--- config.mk ---
export PLATFORM = sky130hd
export DESIGN_NAME = spi_command_byte_decoder
export DESIGN_NICKNAME = d
export VERILOG_FILES = /design/src/verilog/spi_cmd_pkg.sv /design/src/verilog/cmd_fields_if.sv /design/src/verilog/spi_command_byte_decoder.sv /design/src/verilog/pin_sync.sv /design/src/verilog/cmd_decode.sv
export SDC_FILE = /design/constraint.sdc
export NUM_CORES = 1
export LEC_CHECK = 0
export BUFFER_PORTS_ARGS = -buffer_cell sky130_fd_sc_hd__buf_2
export CORE_ASPECT_RATIO = 0.5
export CORE_MARGIN = 8
export CORE_UTILIZATION = 45
export CTS_BUF_LIST = sky130_fd_sc_hd__clkbuf_4 sky130_fd_sc_hd__clkbuf_8
export CTS_CLUSTER_DIAMETER = 150
export DETAILED_ROUTE_END_ITERATION = 7
export PLACE_DENSITY = 0.67
export SLEW_MARGIN = 20
export SYNTH_ARGS = -nofsm -noshare
export SYNTH_HDL_FRONTEND = slang
export SYNTH_SLANG_ARGS = --single-unit
--- constraint.sdc ---
create_clock -name core_clk -period 1.9 [get_ports core_clk]
set_clock_uncertainty 0.15 [all_clocks]
set_input_delay 0.38 -clock core_clk [delete_from_list [all_inputs] [get_ports core_clk]]
set_output_delay 0.38 -clock core_clk [all_outputs]
set_load 0.005 [all_outputs]
--- src/verilog/spi_cmd_pkg.sv ---
package spi_cmd_pkg;

    // Command byte field positions
    localparam int CHIP_HI = 7;
    localparam int CHIP_LO = 6;
    localparam int IDX_HI = 5;
    localparam int IDX_LO = 2;
    localparam int OP_HI = 1;
    localparam int OP_LO = 0;

    // Bit counts within a byte
    localparam logic [3:0] ADDR_DONE_CNT = 4'h1;
    localparam logic [3:0] CMD_DONE_CNT = 4'h7;
    localparam logic [3:0] BYTE_LAST_CNT = 4'h7;
    localparam logic [3:0] CNT_RESET = 4'h0;

    // Operation types
    localparam logic [1:0] OP_QUICK = 2'h0;
    localparam logic [1:0] OP_STATIC_READ = 2'h1;
    localparam logic [1:0] OP_INC_WRITE = 2'h2;
    localparam logic [1:0] OP_INC_READ = 2'h3;

    // Quick-command codes
    localparam logic [3:0] QC_CONV_START = 4'hA;
    localparam logic [3:0] QC_STANDBY = 4'hB;
    localparam logic [3:0] QC_CONV_SHUTDOWN = 4'hC;
    localparam logic [3:0] QC_FULL_SHUTDOWN = 4'hD;
    localparam logic [3:0] QC_FULL_RESET = 4'hE;

    // Conversion mode values written by quick commands
    localparam logic [1:0] MODE_CONVERT = 2'h3;
    localparam logic [1:0] MODE_STANDBY = 2'h2;
    localparam logic [1:0] MODE_SHUTDOWN = 2'h0;
    localparam logic [7:0] CONFIG_CLEAR_VALUE = 8'h00;

    // Registers that refuse writes, one bit per index
    localparam logic [15:0] READ_ONLY_MASK = 16'h8001;

    // Status byte and reset values
    localparam logic [1:0] STATUS_TOP = 2'h0;
    localparam logic FLAG_RESET = 1'h0;
    localparam logic POR_FLAG_RESET = 1'h0;
    localparam logic POR_FLAG_AFTER_FULL_RESET = 1'h1;
    localparam logic [1:0] DEFAULT_CHIP_ADDR = 2'h1;
    localparam logic [2:0] PIN_SYNC_RESET = 3'h4;
    localparam logic [7:0] BYTE_RESET = 8'h00;
    localparam logic [5:0] STATUS_RESET = 6'h00;

    typedef enum logic [2:0] {
        ST_IDLE,
        ST_CMD,
        ST_WRITE,
        ST_READ,
        ST_IGNORE
    } link_state_e;

endpackage : spi_cmd_pkg

--- src/verilog/cmd_fields_if.sv ---
`timescale 1ns/10ps
interface cmd_fields_if;
    logic [7:0] cmd_byte;
    logic [1:0] chip_addr;
    logic [3:0] index;
    logic is_quick;
    logic is_read;
    logic is_incremental;
    logic is_write;
    logic write_allowed;
    logic quick_valid;
    logic mode_wr;
    logic [1:0] mode_value;
    logic config_clear;
    logic full_reset;

    modport decoder (
        input cmd_byte,
        output chip_addr, index, is_quick, is_read, is_incremental, is_write,
        output write_allowed, quick_valid, mode_wr, mode_value, config_clear, full_reset
    );
    modport user (
        output cmd_byte,
        input chip_addr, index, is_quick, is_read, is_incremental, is_write,
        input write_allowed, quick_valid, mode_wr, mode_value, config_clear, full_reset
    );
endinterface : cmd_fields_if

--- src/verilog/spi_command_byte_decoder.sv ---
// How it works
// - A frame runs from chip select falling to chip select rising.
// - The first eight bits after chip select falls form the command byte.
// - Command splits into chip address [7:6], index [5:2], operation [1:0].
// - Write data follows on input, read data on output; quick commands stand alone.
// - A status byte shifts out while the command byte shifts in.
// - Command executes only when its chip address equals the hard-wired one.
// - On address mismatch ignore the command and float the output.
// - Writes aimed at a read-only register are not carried out.
// - Every index reads a register; no read address is undefined.
// - Operation type is fixed for the frame until chip select rises.
// - Type 01 static read, 10 incremental write, 11 incremental read, 00 quick.
// - Code 1010 sets conversion mode to 11, starting or restarting conversion.
// - Code 1011 sets conversion mode to 10, standby.
// - Code 1100 sets conversion mode to 00, converter shutdown.
// - Code 1101 clears the primary configuration register, full shutdown.
// - Code 1110 returns every register to its default.
// - Power-on flag reads 1 after full-reset command, 0 after power-on.
// - Converter data register is defaulted only by the full-reset command.
// - Quick commands execute right after the last command bit.
// - Undefined quick-command codes are ignored.
// - After a quick-command byte the output floats until chip select rises.
// - Quick commands are accepted only while their enable bit is 1.
// - Top two status bits are zero; output drives zero when chip select falls.
// - Status interrupt flags clear once the status byte is fully shifted.
// - Chip select rising abandons the frame and resets the interface.
// - Input sampled on clock rise, output changed on clock fall, either idle level.
`timescale 1ns/10ps
module spi_command_byte_decoder #(
    parameter logic [1:0] hardwired_chip_address = spi_cmd_pkg::DEFAULT_CHIP_ADDR
) (
    // Clock and reset
    input wire logic core_clk,
    input wire logic rst_n,
    // Serial pins
    input wire logic cs_n,
    input wire logic sck,
    input wire logic sdi,
    output logic sdo,
    output logic sdo_oe,
    // Configuration
    input wire logic quick_command_enable,
    // Interrupt events, one-cycle pulses
    input wire logic conversion_done_event,
    input wire logic config_checksum_event,
    // Status flags
    output logic conversion_done_flag,
    output logic config_checksum_flag,
    output logic por_flag,
    // Quick-command effects
    output logic conv_mode_wr,
    output logic [1:0] conv_mode_value,
    output logic config_clear,
    output logic full_reset,
    // Register file requests
    output logic read_start,
    output logic read_incremental,
    output logic read_next,
    output logic write_start,
    output logic [3:0] reg_index,
    output logic write_byte_valid,
    output logic [7:0] write_byte,
    input wire logic [7:0] read_byte
);
    wire logic [2:0] pins_sync;
    wire logic cs_s;
    wire logic sck_s;
    wire logic sdi_s;

    pin_sync u_pin_sync (
        .core_clk(core_clk),
        .rst_n(rst_n),
        .pins_raw({cs_n, sck, sdi}),
        .pins_sync(pins_sync)
    );
    assign {cs_s, sck_s, sdi_s} = pins_sync;

    cmd_fields_if fields ();
    cmd_decode u_cmd_decode (
        .quick_command_enable(quick_command_enable),
        .fields(fields.decoder)
    );

    logic cs_p_q;
    logic sck_p_q;
    spi_cmd_pkg::link_state_e state_q;
    logic [3:0] cnt_q;
    logic [7:0] shift_in_q;
    logic [7:0] shift_out_q;
    logic [5:0] status_q;
    logic sdo_q;
    logic oe_q;
    logic dr_q;
    logic crc_q;
    logic por_q;
    logic mode_wr_q;
    logic [1:0] mode_value_q;
    logic cfg_clear_q;
    logic full_reset_q;
    logic rd_start_q;
    logic rd_inc_q;
    logic rd_next_q;
    logic wr_start_q;
    logic [3:0] index_q;
    logic wr_valid_q;
    logic [7:0] wr_byte_q;

    // Edges; the clock is ignored while deselected, so either idle level works
    wire logic cs_fall;
    wire logic cs_rise;
    wire logic sck_rise;
    wire logic sck_fall;
    assign cs_fall = cs_p_q && !cs_s;
    assign cs_rise = !cs_p_q && cs_s;
    assign sck_rise = !sck_p_q && sck_s && !cs_s && !cs_p_q;
    assign sck_fall = sck_p_q && !sck_s && !cs_s && !cs_p_q;

    wire logic in_cmd;
    wire logic addr_take;
    wire logic addr_match;
    wire logic cmd_done;
    wire logic byte_end;
    wire logic [7:0] shift_in_d;
    wire logic [7:0] status_vec;
    wire logic [2:0] status_bit;
    assign in_cmd = (state_q == spi_cmd_pkg::ST_CMD);
    assign shift_in_d = {shift_in_q[6:0], sdi_s};
    assign addr_take = in_cmd && sck_rise && (cnt_q == spi_cmd_pkg::ADDR_DONE_CNT);
    assign addr_match = (shift_in_d[1:0] == hardwired_chip_address);
    assign cmd_done = in_cmd && sck_rise && (cnt_q == spi_cmd_pkg::CMD_DONE_CNT);
    assign byte_end = (cnt_q == spi_cmd_pkg::BYTE_LAST_CNT);
    assign fields.cmd_byte = shift_in_d;
    assign status_vec = {spi_cmd_pkg::STATUS_TOP, status_q};
    assign status_bit = 3'(spi_cmd_pkg::CMD_DONE_CNT - cnt_q);

    // Decoded actions at the last command bit
    wire logic take_quick;
    wire logic take_write;
    wire logic take_read;
    assign take_quick = cmd_done && fields.quick_valid;
    assign take_write = cmd_done && fields.is_write && fields.write_allowed;
    assign take_read = cmd_done && fields.is_read;

    // Outside a full reset, only flags shown in the latched status clear; later events wait for the next frame
    wire logic map_reset;
    wire logic dr_clear;
    wire logic crc_clear;
    assign map_reset = take_quick && fields.full_reset;
    assign dr_clear = (cmd_done && status_q[2]) || map_reset;
    assign crc_clear = (cmd_done && status_q[1]) || map_reset;

    always_ff @(posedge core_clk or negedge rst_n) begin
        if (!rst_n) begin
            cs_p_q <= 1'h1;
            sck_p_q <= 1'h0;
        end else begin
            cs_p_q <= cs_s;
            sck_p_q <= sck_s;
        end
    end

    // Link sequencing; the type chosen at the last command bit holds to the frame end
    always_ff @(posedge core_clk or negedge rst_n) begin
        if (!rst_n) begin
            state_q <= spi_cmd_pkg::ST_IDLE;
        end else if (cs_s) begin
            state_q <= spi_cmd_pkg::ST_IDLE;
        end else if (cs_fall) begin
            state_q <= spi_cmd_pkg::ST_CMD;
        end else if (addr_take && !addr_match) begin
            state_q <= spi_cmd_pkg::ST_IGNORE;
        end else if (cmd_done) begin
            case (1'b1)
                take_write: state_q <= spi_cmd_pkg::ST_WRITE;
                take_read: state_q <= spi_cmd_pkg::ST_READ;
                default: state_q <= spi_cmd_pkg::ST_IGNORE;
            endcase
        end
    end

    always_ff @(posedge core_clk or negedge rst_n) begin
        if (!rst_n) begin
            cnt_q <= spi_cmd_pkg::CNT_RESET;
            shift_in_q <= spi_cmd_pkg::BYTE_RESET;
        end else if (cs_fall || cs_s) begin
            cnt_q <= spi_cmd_pkg::CNT_RESET;
            shift_in_q <= spi_cmd_pkg::BYTE_RESET;
        end else if (cmd_done) begin
            cnt_q <= spi_cmd_pkg::CNT_RESET;
            shift_in_q <= shift_in_d;
        end else if (sck_rise && (in_cmd || state_q == spi_cmd_pkg::ST_WRITE)) begin
            cnt_q <= byte_end ? spi_cmd_pkg::CNT_RESET : cnt_q + 4'h1;
            shift_in_q <= shift_in_d;
        end else if (sck_fall && state_q == spi_cmd_pkg::ST_READ) begin
            cnt_q <= byte_end ? spi_cmd_pkg::CNT_RESET : cnt_q + 4'h1;
        end
    end

    // Status is captured once the address is known to match
    always_ff @(posedge core_clk or negedge rst_n) begin
        if (!rst_n) begin
            status_q <= spi_cmd_pkg::STATUS_RESET;
        end else if (cs_fall) begin
            status_q <= spi_cmd_pkg::STATUS_RESET;
        end else if (addr_take && addr_match) begin
            status_q <= {hardwired_chip_address, hardwired_chip_address[0],
                         dr_q, crc_q, por_q};
        end
    end

    // Output pin: status during the command byte, read data after it, else floating
    always_ff @(posedge core_clk or negedge rst_n) begin
        if (!rst_n) begin
            oe_q <= 1'h0;
            sdo_q <= 1'h0;
            shift_out_q <= spi_cmd_pkg::BYTE_RESET;
        end else if (cs_s) begin
            oe_q <= 1'h0;
        end else if (cs_fall) begin
            oe_q <= 1'h1;
            sdo_q <= 1'h0;
        end else if ((addr_take && !addr_match) || (cmd_done && !take_read)) begin
            oe_q <= 1'h0;
        end else if (sck_fall && in_cmd) begin
            sdo_q <= status_vec[status_bit];
        end else if (sck_fall && state_q == spi_cmd_pkg::ST_READ) begin
            if (cnt_q == spi_cmd_pkg::CNT_RESET) begin
                sdo_q <= read_byte[7];
                shift_out_q <= {read_byte[6:0], 1'h0};
            end else begin
                sdo_q <= shift_out_q[7];
                shift_out_q <= {shift_out_q[6:0], 1'h0};
            end
        end
    end

    // Sticky flags; a new event in the clearing cycle survives
    always_ff @(posedge core_clk or negedge rst_n) begin
        if (!rst_n) begin
            dr_q <= spi_cmd_pkg::FLAG_RESET;
            crc_q <= spi_cmd_pkg::FLAG_RESET;
            por_q <= spi_cmd_pkg::POR_FLAG_RESET;
        end else begin
            dr_q <= (dr_q && !dr_clear) || conversion_done_event;
            crc_q <= (crc_q && !crc_clear) || config_checksum_event;
            if (map_reset) begin
                por_q <= spi_cmd_pkg::POR_FLAG_AFTER_FULL_RESET;
            end else if (cmd_done && status_q[0]) begin
                por_q <= spi_cmd_pkg::POR_FLAG_RESET;
            end
        end
    end

    // One-cycle request pulses toward the register file
    always_ff @(posedge core_clk or negedge rst_n) begin
        if (!rst_n) begin
            mode_wr_q <= 1'h0;
            mode_value_q <= spi_cmd_pkg::MODE_SHUTDOWN;
            cfg_clear_q <= 1'h0;
            full_reset_q <= 1'h0;
            rd_start_q <= 1'h0;
            rd_inc_q <= 1'h0;
            wr_start_q <= 1'h0;
            index_q <= spi_cmd_pkg::CNT_RESET;
        end else begin
            mode_wr_q <= take_quick && fields.mode_wr;
            cfg_clear_q <= take_quick && fields.config_clear;
            full_reset_q <= take_quick && fields.full_reset;
            rd_start_q <= take_read;
            wr_start_q <= take_write;
            if (take_quick && fields.mode_wr) begin
                mode_value_q <= fields.mode_value;
            end
            if (take_read || take_write) begin
                index_q <= fields.index;
                rd_inc_q <= fields.is_incremental;
            end
        end
    end

    always_ff @(posedge core_clk or negedge rst_n) begin
        if (!rst_n) begin
            rd_next_q <= 1'h0;
            wr_valid_q <= 1'h0;
            wr_byte_q <= spi_cmd_pkg::BYTE_RESET;
        end else begin
            rd_next_q <= sck_fall && state_q == spi_cmd_pkg::ST_READ && byte_end;
            wr_valid_q <= sck_rise && state_q == spi_cmd_pkg::ST_WRITE && byte_end;
            if (sck_rise && state_q == spi_cmd_pkg::ST_WRITE && byte_end) begin
                wr_byte_q <= shift_in_d;
            end
        end
    end

    assign sdo = sdo_q;
    assign sdo_oe = oe_q;
    assign conversion_done_flag = dr_q;
    assign config_checksum_flag = crc_q;
    assign por_flag = por_q;
    assign conv_mode_wr = mode_wr_q;
    assign conv_mode_value = mode_value_q;
    assign config_clear = cfg_clear_q;
    assign full_reset = full_reset_q;
    assign read_start = rd_start_q;
    assign read_incremental = rd_inc_q;
    assign read_next = rd_next_q;
    assign write_start = wr_start_q;
    assign reg_index = index_q;
    assign write_byte_valid = wr_valid_q;
    assign write_byte = wr_byte_q;
endmodule : spi_command_byte_decoder

--- src/verilog/pin_sync.sv ---
`timescale 1ns/10ps
module pin_sync (
    // Clock and reset
    input wire logic core_clk,
    input wire logic rst_n,
    // Raw pins {cs_n, sck, sdi}
    input wire logic [2:0] pins_raw,
    // Synchronised pins
    output logic [2:0] pins_sync
);
    logic [2:0] meta_q;
    logic [2:0] sync_q;

    // Only the second stage is visible to logic
    always_ff @(posedge core_clk or negedge rst_n) begin
        if (!rst_n) begin
            meta_q <= spi_cmd_pkg::PIN_SYNC_RESET;
            sync_q <= spi_cmd_pkg::PIN_SYNC_RESET;
        end else begin
            meta_q <= pins_raw;
            sync_q <= meta_q;
        end
    end

    assign pins_sync = sync_q;
endmodule : pin_sync

--- src/verilog/cmd_decode.sv ---
`timescale 1ns/10ps
module cmd_decode (
    // Configuration
    input wire logic quick_command_enable,
    // Command fields
    cmd_fields_if.decoder fields
);
    wire logic [1:0] op;
    wire logic [3:0] code;

    assign op = fields.cmd_byte[spi_cmd_pkg::OP_HI:spi_cmd_pkg::OP_LO];
    assign code = fields.cmd_byte[spi_cmd_pkg::IDX_HI:spi_cmd_pkg::IDX_LO];
    assign fields.chip_addr = fields.cmd_byte[spi_cmd_pkg::CHIP_HI:spi_cmd_pkg::CHIP_LO];
    assign fields.index = code;
    assign fields.is_quick = (op == spi_cmd_pkg::OP_QUICK);
    assign fields.is_read = (op == spi_cmd_pkg::OP_STATIC_READ) ||
                            (op == spi_cmd_pkg::OP_INC_READ);
    assign fields.is_incremental = (op == spi_cmd_pkg::OP_INC_READ);
    assign fields.is_write = (op == spi_cmd_pkg::OP_INC_WRITE);
    // Any index reads back, so no read is ever refused
    assign fields.write_allowed = !spi_cmd_pkg::READ_ONLY_MASK[code];

    wire logic code_start;
    wire logic code_standby;
    wire logic code_shutdown;
    wire logic code_full_shutdown;
    wire logic code_full_reset;
    assign code_start = (code == spi_cmd_pkg::QC_CONV_START);
    assign code_standby = (code == spi_cmd_pkg::QC_STANDBY);
    assign code_shutdown = (code == spi_cmd_pkg::QC_CONV_SHUTDOWN);
    assign code_full_shutdown = (code == spi_cmd_pkg::QC_FULL_SHUTDOWN);
    assign code_full_reset = (code == spi_cmd_pkg::QC_FULL_RESET);

    // Undefined codes match none of the above and do nothing
    assign fields.quick_valid = fields.is_quick && quick_command_enable &&
        (code_start || code_standby || code_shutdown || code_full_shutdown ||
         code_full_reset);
    assign fields.mode_wr = fields.quick_valid &&
                            (code_start || code_standby || code_shutdown);
    assign fields.mode_value = code_start ? spi_cmd_pkg::MODE_CONVERT :
                               code_standby ? spi_cmd_pkg::MODE_STANDBY :
                               spi_cmd_pkg::MODE_SHUTDOWN;
    assign fields.config_clear = fields.quick_valid && code_full_shutdown;
    assign fields.full_reset = fields.quick_valid && code_full_reset;
endmodule : cmd_decode

=== Word level (Yosys, flattened, before mapping) ===
Memories as Yosys holds them, arrays and structs flattened.
Index checks and enable logic that the tools add are counted.

* Add/subtract/negate cells: 2
* Magnitude comparators: 2
* Equal/unequal tests: 14
* Multiplexer cells: 32
* Bitwise gates (word level): 4
* Reductions and logical operators: 69

{| class="wikitable"
|+ Operators by type and width
! cell !! count
|-
| $logic_and 1x1->1 || 36
|-
| $mux 7 || 3
|-
| $eq 4x4->1 const B || 5
|-
| $mux 4 || 5
|-
| $mux 3 || 6
|-
| $logic_or 1x1->1 || 13
|-
| $mux 1 || 12
|-
| $mux 6 || 2
|-
| $logic_not 1->1 || 9
|-
| $reduce_bool 3->1 || 3
|-
| $mux 8 || 1
|-
| $reduce_bool 4->1 || 2
|-
| $eq 3x2->1 const B || 2
|-
| $lt 4x5->1 const B || 1
|-
| $reduce_and 5->1 || 1
|-
| $add 4x1->4 const B || 1
|-
| $eq 2x2->1 const B || 2
|-
| $eq 4x1->1 const B || 1
|-
| $eq 4x3->1 const B || 1
|-
| $logic_not 4->1 || 1
|-
| $lt 3x4->1 const B || 1
|-
| $mux 2 || 2
|-
| $not 1->1 || 4
|-
| $reduce_bool 2->1 || 2
|-
| 7 further kinds || 7
|}

* Flip-flop bits (word level): 63
* Bits in read-only memories: 16
* Bits of input ports: 16
* Output and inout port bits: 27
* Logic and storage cells: 149
* Memories: 1

{| class="wikitable"
|+ Memory list
! memory !! depth !! bits a word !! read ports !! clocked after Yosys merged registers in !! write ports !! line !! text
|-
| (name not given) || 16 || 1 || 1 || 0 || 0 || cmd_decode.sv:21 || <nowiki>assign fields.write_allowed = !spi_cmd_pkg::READ_ONLY_MASK[code];</nowiki>
|}

=== Logic depth before layout (Yosys ltp) ===
* Depth in word-level cells: 13
* Mapped depth: 7
* Depth with buffers taken out: 6

=== Hierarchy ===
From an unflattened synthesis, not the netlist that was laid out.

* Cells, all modules: 248
* Area total of the unflattened synthesis: 2,776.4 µm²

{| class="wikitable"
|+ By module, submodules not included
! module !! instances !! cells each !! area an instance (µm²) !! sequential area each (µm²)
|-
| spi_command_byte_decoder || 1 || 214 || 2,449.8 || 1,352.5
|-
| cmd_decode || 1 || 28 || 173.9 || 0.0
|-
| pin_sync || 1 || 6 || 152.6 || 152.6
|}

=== Worst setup path before layout ===
Ideal clock, no wire load.

* Path kind: reg2reg
* Start: register shift_in_q[2]
* End: register index_q[0], in the netlist reg_index[0]
* Setup time: 0.125 ns
* Arrival time: 1.598 ns
* Data required time: 1.625 ns
* Slack: 0.027 ns
* Stages on the path, launching flop included: 5
* Path buffers: 0
* Clock period less this slack: 1.873 ns
* Cell sequence: dfrtp_1 or4_1 o311a_2 o21a_4 mux2_4

* Word-level cells in the longest chain between the ends: 5

{| class="wikitable"
|+ Ends and longest elaborated chain
! element !! line !! text
|-
| start: declaration || spi_command_byte_decoder.sv:88 || <nowiki>logic [7:0] shift_in_q;</nowiki>
|-
| start signal: assignment || spi_command_byte_decoder.sv:184 || <nowiki>shift_in_q <= spi_cmd_pkg::BYTE_RESET;</nowiki>
|-
| start signal: assignment || spi_command_byte_decoder.sv:187 || <nowiki>shift_in_q <= spi_cmd_pkg::BYTE_RESET;</nowiki>
|-
| start signal: assignment || spi_command_byte_decoder.sv:190 || <nowiki>shift_in_q <= shift_in_d;</nowiki>
|-
| $mem_v2 16x1 || -- ||
|-
| $mux 1 (implied by the code) || cmd_decode.sv:21 ||
|-
| $logic_not 1->1 || cmd_decode.sv:21 ||
|-
| $logic_and 1x1->1 || spi_command_byte_decoder.sv:141 || <nowiki>assign take_write = cmd_done && fields.is_write && fields.write_allowed;</nowiki>
|-
| $logic_or 1x1->1 || spi_command_byte_decoder.sv:274 || <nowiki>if (take_read || take_write) begin</nowiki>
|-
| end signal: assignment || spi_command_byte_decoder.sv:264 || <nowiki>index_q <= spi_cmd_pkg::CNT_RESET;</nowiki>
|-
| end signal: assignment || spi_command_byte_decoder.sv:275 || <nowiki>index_q <= fields.index;</nowiki>
|-
| end: declaration || spi_command_byte_decoder.sv:104 || <nowiki>logic [3:0] index_q;</nowiki>
|}

No other way between the ends. The select of a mux whose other input is x is not followed.
A chain may end at the register's enable or synchronous reset.

=== Final worst setup path ===
* Start: register shift_in_q[3]
* End: register index_q[3], in the netlist reg_index[3]

The elaborated chain is that of the path after synthesis.

==> reports/metrics.yaml <==
run_status:
  status: "complete, no violations"
clock_tree:
  clock-root-buffer: "clkbuf_8"
  clock_latency_ps: 340
  htree_levels: 3
  clock-sinks: 60
  cts_buffer_depth: 2
  numCtsBuffers: 9
  clk_pin_slew_ps: 70
  cts_tree: "built"
timing:
  min_period_ps: 1880
  post-route-period-util: 0.989
  slew_viol_final: 0
  clock.fmax_mhz: 532
  worst_slew_pin_slew_ps: 480
  finalSetupViolations: 0
  fin_setup_tns_ps: 0
  rsz0062_at_grt: "yes"
  slew_headroom: 0.680
  hold_viol_final: 0
yosys:
  netlist_area_um2: 2640
  yosys.area_share.simple: 0.153
  synth_top_family_by_area: "simple AND/OR/NAND/NOR gates"
  ys_ff_latch: 60
  synth_cell_type_count: 49
  yosysWarnings: 0
  synth_compound_area_frac: 0.115
  synth_fp_nets: 247
  post_synth.cell_area_avg_um2: 11.6
  synth.mux.area_fraction: 0.110
  ys.flop_type: "dfrtp_1"
  ys_seq_area_frac: 0.570
  synthCells: 228
  synth_xor_area_frac: 0.00332
  synth_edf_count: 0
  synthAdderAreaFrac: 0.0142
  async_reset_ff_frac: 1.00
floorplan:
  core_um2: 5560
  die_area_um2: 8720
  fp.dieW_um: 124
  ios: 43
  initial_core_util: 0.475
  core.rowCount: 19
  fp.dieH_um: 70.2
routing:
  dr.pass1.iters: 4
  drt_iter0_markers: 100
  antenna_left: 0
  num_vias: 2029
  viasPerCell: 5.30
  drc: 0
  wl_mm: 6.19
  wire_per_inst_um: 16.2
power_and_ir_drop:
  p_seq_frac: 0.506
  p_int_w: 0.00199
  powerDensity_nw_per_um2: 755
  switching_share: 0.232
  p_leak_nw: 1.72
  p_clk_frac: 0.443
  pwr-share-comb: 0.051
  peakVddDrop_mv: 0.453
  p_sw_w: 0.000603
setup_path:
  crit_path_end_kind: "flop"
  arrival_ps: 1960
  worstPathRequired_ps: 1980
  worstPathMaxFanout: 6
  setup.worst_path.start_class: "flop"
  crit_type: "flop to flop"
global_routing:
  antenna_found_initial: 0
  grt_pass1_vias: 2019
  overflow: 0
  grt_max_degree: 61
  grt_pass1_wl_mm: 10.1
  grtUsageTotal: 0.142
min_path:
  min_path_type: "input pin to flop"
layout:
  layout-drive-gt1-share: 0.381
  area_delta_synth_final_pct: 30.3
  nFillCells: 460
  n_antenna_cell: 0
  fin_util: 0.618
  final_cell_mix: "54 x dfrtp_1, 42 x buf_2, 26 x buf_4"
  nets: 324
  final_common_cell: "dfrtp_1"
  final_cell_area_um2: 3440
run:
  drv_cap: 0
placement:
  postPlaceCellArea_um2: 3070
  gp_congestion: 0.816
  port_buffers: 42
  hpwl_mm: 4.28
critical path, stage by stage, from the launching register on:
cell	delay (ps)
dfrtp_1	420
or4_4	490
o311a_4	150
o21a_4	240
mux2_4	300
path summary, 6_finish.rpt:
path,from,slack (ps),depth (start not counted),to
setup / recovery,shift_in_q[3],20,4,reg_index[3]
hold / removal,conversion_done_event,80,2,conversion_done_flag
setup reg to reg,shift_in_q[3],20,4,reg_index[3]
hold reg to reg,u_pin_sync.meta_q[1],200,0,u_pin_sync.pins_sync[1]
max in group asynchronous,rst_n,870,3,cs_p_q
min in group asynchronous,rst_n,420,3,u_pin_sync.meta_q[0]
cell families after synthesis:
| kind of cell | count (synthesis) |
|---|---|
| flip-flops | 60 |
| multiplexers | 26 |
| AO/OA/AOI/OAI | 46 |
| AND/OR/NAND/NOR | 69 |
| buffers and inverters | 23 |
| adder cells (fa/ha/maj) | 3 |
| XOR/XNOR | 1 |
metal layers:
metal / global-route usage / part of all wire / vias to the layer above / wire [um]
li1: - / - / 965 / -
met1: 0.175 / 0.46 / 1003 / 2850
met2: 0.228 / 0.49 / 53 / 3030
met3: 0.0414 / 0.038 / 8 / 235
met4: 0.0649 / 0.012 / 0 / 77
met5: 0 / 0 / - / 0
stage by stage:
stage | power, W | setup WS [ps] | cells | hold slack, ps
after global routing | 0.00270 | -17.8 | 383 | 80.8
after floorplan | 0.00138 | 26.9 | 228 | -65.6
after detailed placement | 0.00146 | -34.9 | 356 | 188
after global placement | 0.00145 | 49.1 | 356 | 182
after CTS | 0.00262 | 9.07 | 376 | 68.0
final | 0.00260 | 20.1 | 383 | 84.2
synthesized netlist by cell type, types with 2 or more instances:
| cell type | instances | area (um^2) |
|---|---|---|
| and2_1 | 2 | 12.5 |
| nand3_1 | 11 | 55.1 |
| a31o_2 | 2 | 17.5 |
| mux2i_1 | 14 | 140 |
| a31oi_1 | 3 | 18.8 |
| nor2b_1 | 4 | 25.0 |
| or3_1 | 2 | 12.5 |
| dfrtp_1 | 57 | 1430 |
| nor3_1 | 2 | 10.0 |
| a21o_1 | 2 | 15.0 |
| inv_1 | 16 | 60.1 |
| o21ai_0 | 20 | 100 |
| clkbuf_1 | 3 | 11.3 |
| mux2_4 | 4 | 60.1 |
| a21oi_1 | 7 | 35.0 |
| or4_1 | 2 | 15.0 |
| nor3b_1 | 2 | 15.0 |
| dfstp_2 | 3 | 78.8 |
| nand2_1 | 17 | 63.8 |
| ha_1 | 3 | 37.5 |
| nand4_1 | 3 | 18.8 |
| nand4bb_1 | 2 | 22.5 |
| buf_2 | 4 | 20.0 |
| mux2_2 | 8 | 90.1 |
| and3b_1 | 3 | 26.3 |
| nor2_1 | 9 | 33.8 |
what timing repair did:
| action | CTS | global route |
|---|---|---|
| hold endpoints to repair | 60 | 0 |
| buffers inserted | 0 | 7 |
| endpoints found under the setup margin | 15 | 33 |
| hold buffers | 4 | 0 |
| resized for setup | 2 | 12 |
| pin swaps | 0 | 2 |
state kept, by name, summed over array words and instances, names as in the netlist, 2 cells and up:
name,flops
write_byte,8
shift_in_q,7
shift_out_q,7
cnt_q,4
reg_index,4
status_q,4
state_q,3
u_pin_sync.meta_q,3
u_pin_sync.pins_sync,3
conv_mode_value,2
power groups by stage:
stage / Clock, W / Sequential, W / Combinational, W
after detailed placement: 0 / 0.00133 / 0.000122
after CTS: 0.00118 / 0.00131 / 0.000129
after global routing: 0.00124 / 0.00131 / 0.000150
final: 0.00115 / 0.00131 / 0.000134
after global placement: 0 / 0.00133 / 0.000119
after floorplan: 0 / 0.00133 / 0.0000476
area by class of cell:
type / instances / area (um^2) / share of cell area
Inverter: 16 / 60.1 / 0.0175
Timing Repair Buffer: 73 / 465 / 0.135
Sequential cell: 60 / 1510 / 0.439
Tap cell: 73 / 91.3 / 0.0266
Clock buffer: 10 / 138 / 0.0400
Clock inverter: 6 / 63.8 / 0.0186
Multi-Input combinational cell: 145 / 1110 / 0.323
Note: power is estimated with default switching activity, not from simulation.
